==> config.mk <==
export PLATFORM = sky130hd
export DESIGN_NAME = spw_scan
export DESIGN_NICKNAME = d
export VERILOG_FILES = /design/src/hdl/spw_pkg.sv /design/src/hdl/spw_scan.sv
export SDC_FILE = /design/constraint.sdc
export NUM_CORES = 1
export LEC_CHECK = 0
export ABC_AREA = 1
export BUFFER_PORTS_ARGS = -buffer_cell sky130_fd_sc_hd__buf_2
export CAP_MARGIN = 0
export CORE_MARGIN = 2
export CORE_UTILIZATION = 32
export CTS_BUF_LIST = sky130_fd_sc_hd__clkbuf_4 sky130_fd_sc_hd__clkbuf_8
export DETAILED_ROUTE_END_ITERATION = 12
export GPL_ROUTABILITY_DRIVEN = 0
export PLACE_DENSITY = 0.58
export SYNTH_ARGS = -nofsm -noshare
export SYNTH_HDL_FRONTEND = slang
export SYNTH_SLANG_ARGS = --single-unit
==> constraint.sdc <==
create_clock -name sys_clk -period 3.1 [get_ports sys_clk]
set_clock_uncertainty 0.05 [all_clocks]
set_input_delay 0.775 -clock sys_clk [delete_from_list [all_inputs] [get_ports sys_clk]]
set_output_delay 0.775 -clock sys_clk [all_outputs]
set_load 0.01 [all_outputs]
==> src/hdl/spw_pkg.sv <==
// Constants for the self polling wake-up channel scan sequencer
package spw_pkg;
	// Register addresses
	localparam logic [7:0] SPW_ADDR_FOUND_CH   = 8'h06;
	localparam logic [7:0] SPW_ADDR_A_MOD      = 8'h21;
	localparam logic [7:0] SPW_ADDR_A_CH1      = 8'h22;
	localparam logic [7:0] SPW_ADDR_A_CH2      = 8'h23;
	localparam logic [7:0] SPW_ADDR_A_CH3      = 8'h24;
	localparam logic [7:0] SPW_ADDR_B_MOD      = 8'h42;
	localparam logic [7:0] SPW_ADDR_B_CH1      = 8'h43;
	localparam logic [7:0] SPW_ADDR_B_CH2      = 8'h44;
	localparam logic [7:0] SPW_ADDR_B_CH3      = 8'h45;
	// Reset values
	localparam logic [7:0] SPW_RST_FOUND_CH    = 8'h00;
	localparam logic [7:0] SPW_RST_MOD         = 8'h04;
	localparam logic [7:0] SPW_RST_CH1         = 8'h29;
	localparam logic [7:0] SPW_RST_CH2         = 8'h08;
	localparam logic [7:0] SPW_RST_CH3         = 8'h0a;
	// Field positions
	localparam int         SPW_MT_LSB          = 0;
	localparam int         SPW_NOC_LSB         = 2;
	localparam int         SPW_DIV_S_LSB       = 0;
	localparam int         SPW_DIV_R_LSB       = 2;
	// Modulation select encodings
	localparam logic [1:0] SPW_MT_ASK          = 2'h0;
	localparam logic [1:0] SPW_MT_FSK          = 2'h1;
	localparam logic [1:0] SPW_MT_FSK_POLL     = 2'h2;
	// Channel settle wait: 9*64 system clock periods, about 40 us
	localparam int         SPW_SETTLE_BLOCKS   = 9;
	localparam int         SPW_SETTLE_BLOCK    = 64;
	localparam int         SPW_SETTLE_CYCLES   = SPW_SETTLE_BLOCKS * SPW_SETTLE_BLOCK;
	localparam int         SPW_CNT_W           = 10;

	typedef enum {
		SPW_IDLE,
		SPW_WAIT_PWR,
		SPW_INIT_LOOP,
		SPW_MOD_SW,
		SPW_INIT_RX,
		SPW_LOAD_CH,
		SPW_SETTLE,
		SPW_SEARCH,
		SPW_SEARCH_WAIT,
		SPW_STORE,
		SPW_COMPARE,
		SPW_INCR,
		SPW_RUN
	} spw_state_e;
endpackage

==> src/hdl/spw_scan.sv <==
// Self polling wake-up channel scan sequencer with its configuration registers
// What this block does
// Stay idle until the polling timer raises receiver run, then leave idle.
// Wait for the start-up sequencer to finish powering the receiver.
// Reset loop counter to channel 1 of configuration A; counter selects channel.
// Set receiver modulation from the active configuration's modulation field.
// Then initialise the receiver with the active configuration's settings.
// Load channel 1 divider factors, wait 9*64 clocks before searching.
// Run the chosen wake-up search; success stores channel, else compare.
// On wake-up write current channel to status, then enter run mode.
// At count end go idle, or restart with configuration B when dual enabled.
// Increment state advances the loop counter by one.
// Channels 2 and 3 load their divider factors, then wait 9*64 clocks.
// After configuration A fails, optionally scan configuration B the same way.
// With a single configuration, settings always come from configuration A.
// Found-channel field reads 0 until the first wake-up, then 1 to 3 for the last wake-up channel.
// Channel count field bits 3:2 gives 1 to 3 channels, self polling only.
// Modulation field: 00 ASK, 01 FSK, 10 FSK while polling else ASK.
// After a wake-up, modulation switches automatically to the run-mode type.
// Host programs divider R in bits 4:2 and S in bits 1:0 per channel.
// Host sets operating mode select to one for self polling.
// Dual enable clear uses A only; set uses A then B.
// Channel 3 dividers sit in their own per-configuration registers.
// A polling cycle with no wake-up leaves the found-channel field unchanged.
`timescale 1ns/1ps
module spw_scan #(
	parameter int SCHEME_W = 2
) (
	// Clock and reset
	input  wire logic                 sys_clk,
	input  wire logic                 rst,
	// Register port
	input  wire logic                 reg_wr_en,
	input  wire logic                 reg_rd_en,
	input  wire logic [7:0]           reg_addr,
	input  wire logic [7:0]           reg_wdata,
	output logic      [7:0]           reg_rdata,
	// Mode bits
	input  wire logic                 operating_mode_select,
	input  wire logic                 dual_config_enable,
	input  wire logic [SCHEME_W-1:0]  polling_scheme_select,
	input  wire logic                 permanent_wakeup_search_enable,
	// Polling timer and start-up sequencer
	input  wire logic                 rx_run,
	input  wire logic                 startup_done,
	input  wire logic                 run_exit,
	// Receiver control
	output logic                      rx_init,
	output logic                      rx_modulation_fsk,
	output logic                      cfg_b_active,
	output logic                      pll_load,
	output logic      [2:0]           ch_divider_r,
	output logic      [1:0]           ch_divider_s,
	// Wake-up search unit
	output logic                      search_start,
	output logic      [SCHEME_W-1:0]  search_scheme,
	output logic                      search_permanent,
	input  wire logic                 search_done,
	input  wire logic                 search_found,
	// Run mode self polling
	output logic                      run_self_polling
);
	import spw_pkg::*;

	typedef struct packed {
		spw_state_e              state;
		logic [1:0][7:0]         mod_reg;
		logic [1:0][2:0][7:0]    div_reg;
		logic [1:0]              found_channel_field;
		logic [1:0]              loop_cnt;
		logic                    cfg_b;
		logic [SPW_CNT_W-1:0]    settle_cnt;
		logic [7:0]              rdata;
		logic                    rx_init;
		logic                    fsk;
		logic                    pll_load;
		logic [2:0]              div_r;
		logic [1:0]              div_s;
		logic                    search_start;
		logic [SCHEME_W-1:0]     scheme;
		logic                    permanent;
		logic                    run;
	} spw_scan_s;

	localparam logic [SPW_CNT_W-1:0] SETTLE_LAST = SPW_CNT_W'(SPW_SETTLE_CYCLES - 1);

	spw_scan_s cur;
	spw_scan_s next_cur;

	logic [7:0] mod_act;
	logic [1:0] mt_act;
	logic [1:0] noc_act;
	logic [7:0] div_act;

	always_comb begin
		next_cur = cur;
		next_cur.rx_init = 1'b0;
		next_cur.pll_load = 1'b0;
		next_cur.search_start = 1'b0;
		mod_act = cur.mod_reg[cur.cfg_b];
		mt_act = mod_act[SPW_MT_LSB +: 2];
		noc_act = mod_act[SPW_NOC_LSB +: 2];
		if (noc_act == 2'h0) begin
			noc_act = 2'h1;
		end
		div_act = cur.div_reg[cur.cfg_b][cur.loop_cnt - 2'h1];

		// Register writes; the found-channel status is read only
		if (reg_wr_en) begin
			case (reg_addr)
				SPW_ADDR_A_MOD: next_cur.mod_reg[0] = reg_wdata;
				SPW_ADDR_B_MOD: next_cur.mod_reg[1] = reg_wdata;
				SPW_ADDR_A_CH1: next_cur.div_reg[0][0] = reg_wdata;
				SPW_ADDR_A_CH2: next_cur.div_reg[0][1] = reg_wdata;
				SPW_ADDR_A_CH3: next_cur.div_reg[0][2] = reg_wdata;
				SPW_ADDR_B_CH1: next_cur.div_reg[1][0] = reg_wdata;
				SPW_ADDR_B_CH2: next_cur.div_reg[1][1] = reg_wdata;
				SPW_ADDR_B_CH3: next_cur.div_reg[1][2] = reg_wdata;
				default: begin
				end
			endcase
		end
		if (reg_rd_en && reg_addr == SPW_ADDR_FOUND_CH) begin
			next_cur.rdata = {6'h00, cur.found_channel_field};
		end else if (reg_rd_en) begin
			next_cur.rdata = 8'h00;
		end

		case (cur.state)
			SPW_IDLE: begin
				if (operating_mode_select && rx_run) begin
					next_cur.state = SPW_WAIT_PWR;
				end
			end
			SPW_WAIT_PWR: begin
				if (startup_done) begin
					next_cur.cfg_b = 1'b0;
					next_cur.state = SPW_INIT_LOOP;
				end
			end
			SPW_INIT_LOOP: begin
				next_cur.loop_cnt = 2'h1;
				next_cur.state = SPW_MOD_SW;
			end
			SPW_MOD_SW: begin
				next_cur.fsk = (mt_act == SPW_MT_FSK) || (mt_act == SPW_MT_FSK_POLL);
				next_cur.state = SPW_INIT_RX;
			end
			SPW_INIT_RX: begin
				next_cur.rx_init = 1'b1;
				next_cur.state = SPW_LOAD_CH;
			end
			SPW_LOAD_CH: begin
				next_cur.div_r = div_act[SPW_DIV_R_LSB +: 3];
				next_cur.div_s = div_act[SPW_DIV_S_LSB +: 2];
				next_cur.pll_load = 1'b1;
				next_cur.settle_cnt = '0;
				next_cur.state = SPW_SETTLE;
			end
			SPW_SETTLE: begin
				if (cur.settle_cnt == SETTLE_LAST) begin
					next_cur.state = SPW_SEARCH;
				end else begin
					next_cur.settle_cnt = cur.settle_cnt + SPW_CNT_W'(1);
				end
			end
			SPW_SEARCH: begin
				next_cur.scheme = polling_scheme_select;
				next_cur.permanent = permanent_wakeup_search_enable;
				next_cur.search_start = 1'b1;
				next_cur.state = SPW_SEARCH_WAIT;
			end
			SPW_SEARCH_WAIT: begin
				if (search_done) begin
					next_cur.state = search_found ? SPW_STORE : SPW_COMPARE;
				end
			end
			SPW_STORE: begin
				next_cur.found_channel_field = cur.loop_cnt;
				next_cur.fsk = (mt_act == SPW_MT_FSK);
				next_cur.run = 1'b1;
				next_cur.state = SPW_RUN;
			end
			SPW_COMPARE: begin
				if (cur.loop_cnt >= noc_act) begin
					if (dual_config_enable && !cur.cfg_b) begin
						next_cur.cfg_b = 1'b1;
						next_cur.state = SPW_INIT_LOOP;
					end else begin
						next_cur.cfg_b = 1'b0;
						next_cur.state = SPW_IDLE;
					end
				end else begin
					next_cur.state = SPW_INCR;
				end
			end
			SPW_INCR: begin
				next_cur.loop_cnt = cur.loop_cnt + 2'h1;
				next_cur.state = SPW_LOAD_CH;
			end
			SPW_RUN: begin
				if (run_exit || !operating_mode_select) begin
					next_cur.run = 1'b0;
					next_cur.cfg_b = 1'b0;
					next_cur.state = SPW_IDLE;
				end
			end
			default: begin
				next_cur.state = SPW_IDLE;
			end
		endcase
	end

	always_ff @(posedge sys_clk or posedge rst) begin
		if (rst) begin
			cur <= '{
				state: SPW_IDLE,
				mod_reg: {SPW_RST_MOD, SPW_RST_MOD},
				div_reg: {SPW_RST_CH3, SPW_RST_CH2, SPW_RST_CH1,
					SPW_RST_CH3, SPW_RST_CH2, SPW_RST_CH1},
				found_channel_field: SPW_RST_FOUND_CH[1:0],
				loop_cnt: 2'h1,
				cfg_b: 1'b0,
				settle_cnt: '0,
				rdata: 8'h00,
				rx_init: 1'b0,
				fsk: 1'b0,
				pll_load: 1'b0,
				div_r: 3'h0,
				div_s: 2'h0,
				search_start: 1'b0,
				scheme: '0,
				permanent: 1'b0,
				run: 1'b0
			};
		end else begin
			cur <= next_cur;
		end
	end

	assign reg_rdata         = cur.rdata;
	assign rx_init           = cur.rx_init;
	assign rx_modulation_fsk = cur.fsk;
	assign cfg_b_active      = cur.cfg_b;
	assign pll_load          = cur.pll_load;
	assign ch_divider_r      = cur.div_r;
	assign ch_divider_s      = cur.div_s;
	assign search_start      = cur.search_start;
	assign search_scheme     = cur.scheme;
	assign search_permanent  = cur.permanent;
	assign run_self_polling  = cur.run;
endmodule

==> out/metrics.yaml <==
overflow: 0
core-area_mm2: 0.0113
slowest_stage: "inv_1"
ff2ff_path_depth: 10
use_met3_pct: 4.14
ir_drop_v: 0.000186
setup_viol_count_final: 0
cts-resized-gates: 0
hpwlAfterDp_mm: 5.67
worstReg2RegStart: "cfg_b_active"
timing.fmax_mhz: 464
path_cells: "inv_1 -> nand2_1 -> nand2_1 -> nand3_1 -> ha_1 -> o21ai_0 -> nand3_1 -> nand3_1 -> nand2_1 -> o21ai_0"
clockRootBuffer: "clkbuf_8"
layout_commonest_cell: "nand2_1"
powerDensity_mw_per_mm2: 453
hold_buffers: 0
cts_tree: "built"
ys_ff_latch: 72
final.min_clock_period_ns: 2.16
die_area_mm2: 0.0124
ant_nets: 0
final_area_mm2: 0.00422
dieHeight_um: 111
clkSlewWorstSetupHoldPaths_ns: 0.08
antenna_found_initial: 0
ys_seq_area_share_pct: 49.3
dp_cells: 640
outcome: "finished clean"
regArea_mm2: 0.00182
clk_latency_ns: 0.35
ff2ff_setup_slack_ns: 0.94
grt_use_total_pct: 14.1
critPathCaptureType: "flip-flop"
num_vias: 3040
drive_gt1_share_pct: 20.1
antennaDiodeCount: 0
gr-usage-met1_pct: 19.6
synth_cells: 467
finalHoldViolCount: 0
holdPathEnd: "search_scheme[1]"
startpoint_type: "flip-flop"
multiInputGateArea_mm2: 0.00157
maxCapViolCount: 0
critPathArrivalTime_ns: 2.38
port_buffers: 42
path_class: "flip-flop to flip-flop"
worst_pin_slew_ns: 0.546
rr_endpoint: "cfg_b_active"
synth_area_mm2: 0.00369
grtUsageMet2_pct: 21.5
syn_to_final_growth_pct: 14.3
die_x_um: 111
rows: 39
p_total_mw: 1.91
hold_depth: 2
synthDistinctLibCells: 29
drtIter0Drc: 169
top_usage_layer: "met2"
critPathMaxFanout: 15
ctsHtreeMaxLevel: 3
placed_cell_area_mm2: 0.00399
wire_per_inst_um: 12.3
cts_setup_buffers: 0
syn_avg_cell_area_um2: 7.90
fin_ws_ns: 0.944
required_ns: 3.33
max_slew_margin_pct: 63.5
max_stage_delay_ns: 0.41
drc: 0
wirelength_mm: 8.04
hp-class: "flip-flop to flip-flop"
vias_per_cell: 4.63
initial_core_util_pct: 32.6
tns_ns: 0
cts_buffers: 9
grt_pass1_vias: 2911
dp_slack_ns: 0.961
layout_common_cells: "nand2_1 (138), o21ai_0 (62), dfrtp_1 (59), nor2_1 (45), buf_2 (42)"
slew_violations: 0
hold_start: "search_scheme[1]"
firstDrtPassIters: 4
p_leak_nw: 2.03
nNetsFinal: 542
fillers: 1245
yosys_warnings: 0
stdcell_count: 656
cts.sinks: 72
grt_pass1_wl_mm: 14.2
finalCritPeriodShare_pct: 69.5
cts_buffer_depth: 2
grt_max_degree: 73
rsz0062_at_grt: "false"
ioPinCount: 52
==> how the worst max path moves through the flow <==
| stage | from | endpoint | slack, ns | depth (start not counted) |
|---|---|---|---|---|
| floorplan | rst | cfg_b_active | 0.47 | 1 |
| global placement | cfg_b_active | cfg_b_active | 0.98 | 10 |
| detailed placement | cfg_b_active | cur[101] | 0.96 | 10 |
| CTS | cfg_b_active | cur[101] | 0.93 | 10 |
| global route | cfg_b_active | cfg_b_active | 0.76 | 10 |
| finish | cfg_b_active | cfg_b_active | 0.94 | 10 |
==> power breakdown <==
group / switching, mW / total [mW] / internal, mW
clock: 0.347 / 0.838 / 0.491
sequential: 0.0119 / 0.980 / 0.968
combinational: 0.0573 / 0.0908 / 0.0335
==> area by class of cell <==
cell class	instances	share of cell area [%]
Clock buffer	12	3.62
Multi-Input combinational cell	333	37.3
Inverter	47	4.19
Timing Repair Buffer	45	5.82
Tap cell	143	4.24
Clock inverter	4	1.66
Sequential cell	72	43.1
==> cells by family (layout without fill, tap and decap cells) <==
family / count (synthesis) / after routing / synth area share, %
muxes: 1 / 1 / 0.271
and+or+nand+nor: 240 / 240 / 28.0
xor gates and xnor gates: 4 / 4 / 0.950
DFF: 72 / 72 / 49.3
AOI/OAI and AO/OA: 78 / 78 / 11.5
other: 1 / 6 / 0.102
adders and majority gates: 4 / 4 / 1.36
buffers and inverters: 67 / 108 / 8.52
==> sequential cells by signal, summed over array words and instances, names as in the netlist <==
register / count
pll_load: 1
search_start: 1
rx_init: 1
reg_rdata: 2
cur: 56
search_scheme: 2
rx_modulation_fsk: 1
run_self_polling: 1
cfg_b_active: 1
ch_divider_s: 2
search_permanent: 1
ch_divider_r: 3
==> worst max-delay path, delay by kind of cell, from the launching register on <==
family | cells | cell delay [ns]
DFF | 1 | 0.38
AOI/OAI and AO/OA | 2 | 0.29
and+or+nand+nor | 6 | 0.68
adders and majority gates | 1 | 0.27
buffers and inverters | 1 | 0.41
==> layer usage <==
| layer | routed length (um) | vias up |
|---|---|---|
| li1 | - | 1558 |
| met3 | 389 | 7 |
| met2 | 3610 | 77 |
| met1 | 3970 | 1398 |
| met5 | 0 | - |
| met4 | 76 | 0 |
==> through the flow <==
step	hold slack [ns]	util, %
after floorplan	0.393	-
after global placement	0.401	35.3
after detailed placement	0.413	35.3
after CTS	0.430	37.2
after global routing	0.452	37.2
final	0.421	37.2
==> cells in the mapped netlist (all sizes together) <==
library cell | instances | area (um^2)
nand2 | 146 | 578
o21ai | 64 | 320
dfrtp | 59 | 1480
nor2 | 51 | 221
inv | 47 | 176
nand3 | 28 | 140
buf | 18 | 130
dfstp | 13 | 342
or2 | 7 | 43.8
o211ai | 6 | 45.0
a21oi | 4 | 31.3
ha | 4 | 50.1
xor2 | 4 | 35.0
nand3b | 3 | 22.5
nor3 | 3 | 15.0
o22ai | 3 | 18.8
clkbuf | 2 | 7.51
nand4 | 2 | 12.5
conb | 1 | 3.75
mux2i | 1 | 10.0
o21a | 1 | 7.51
(Power assumes the default switching activity.)
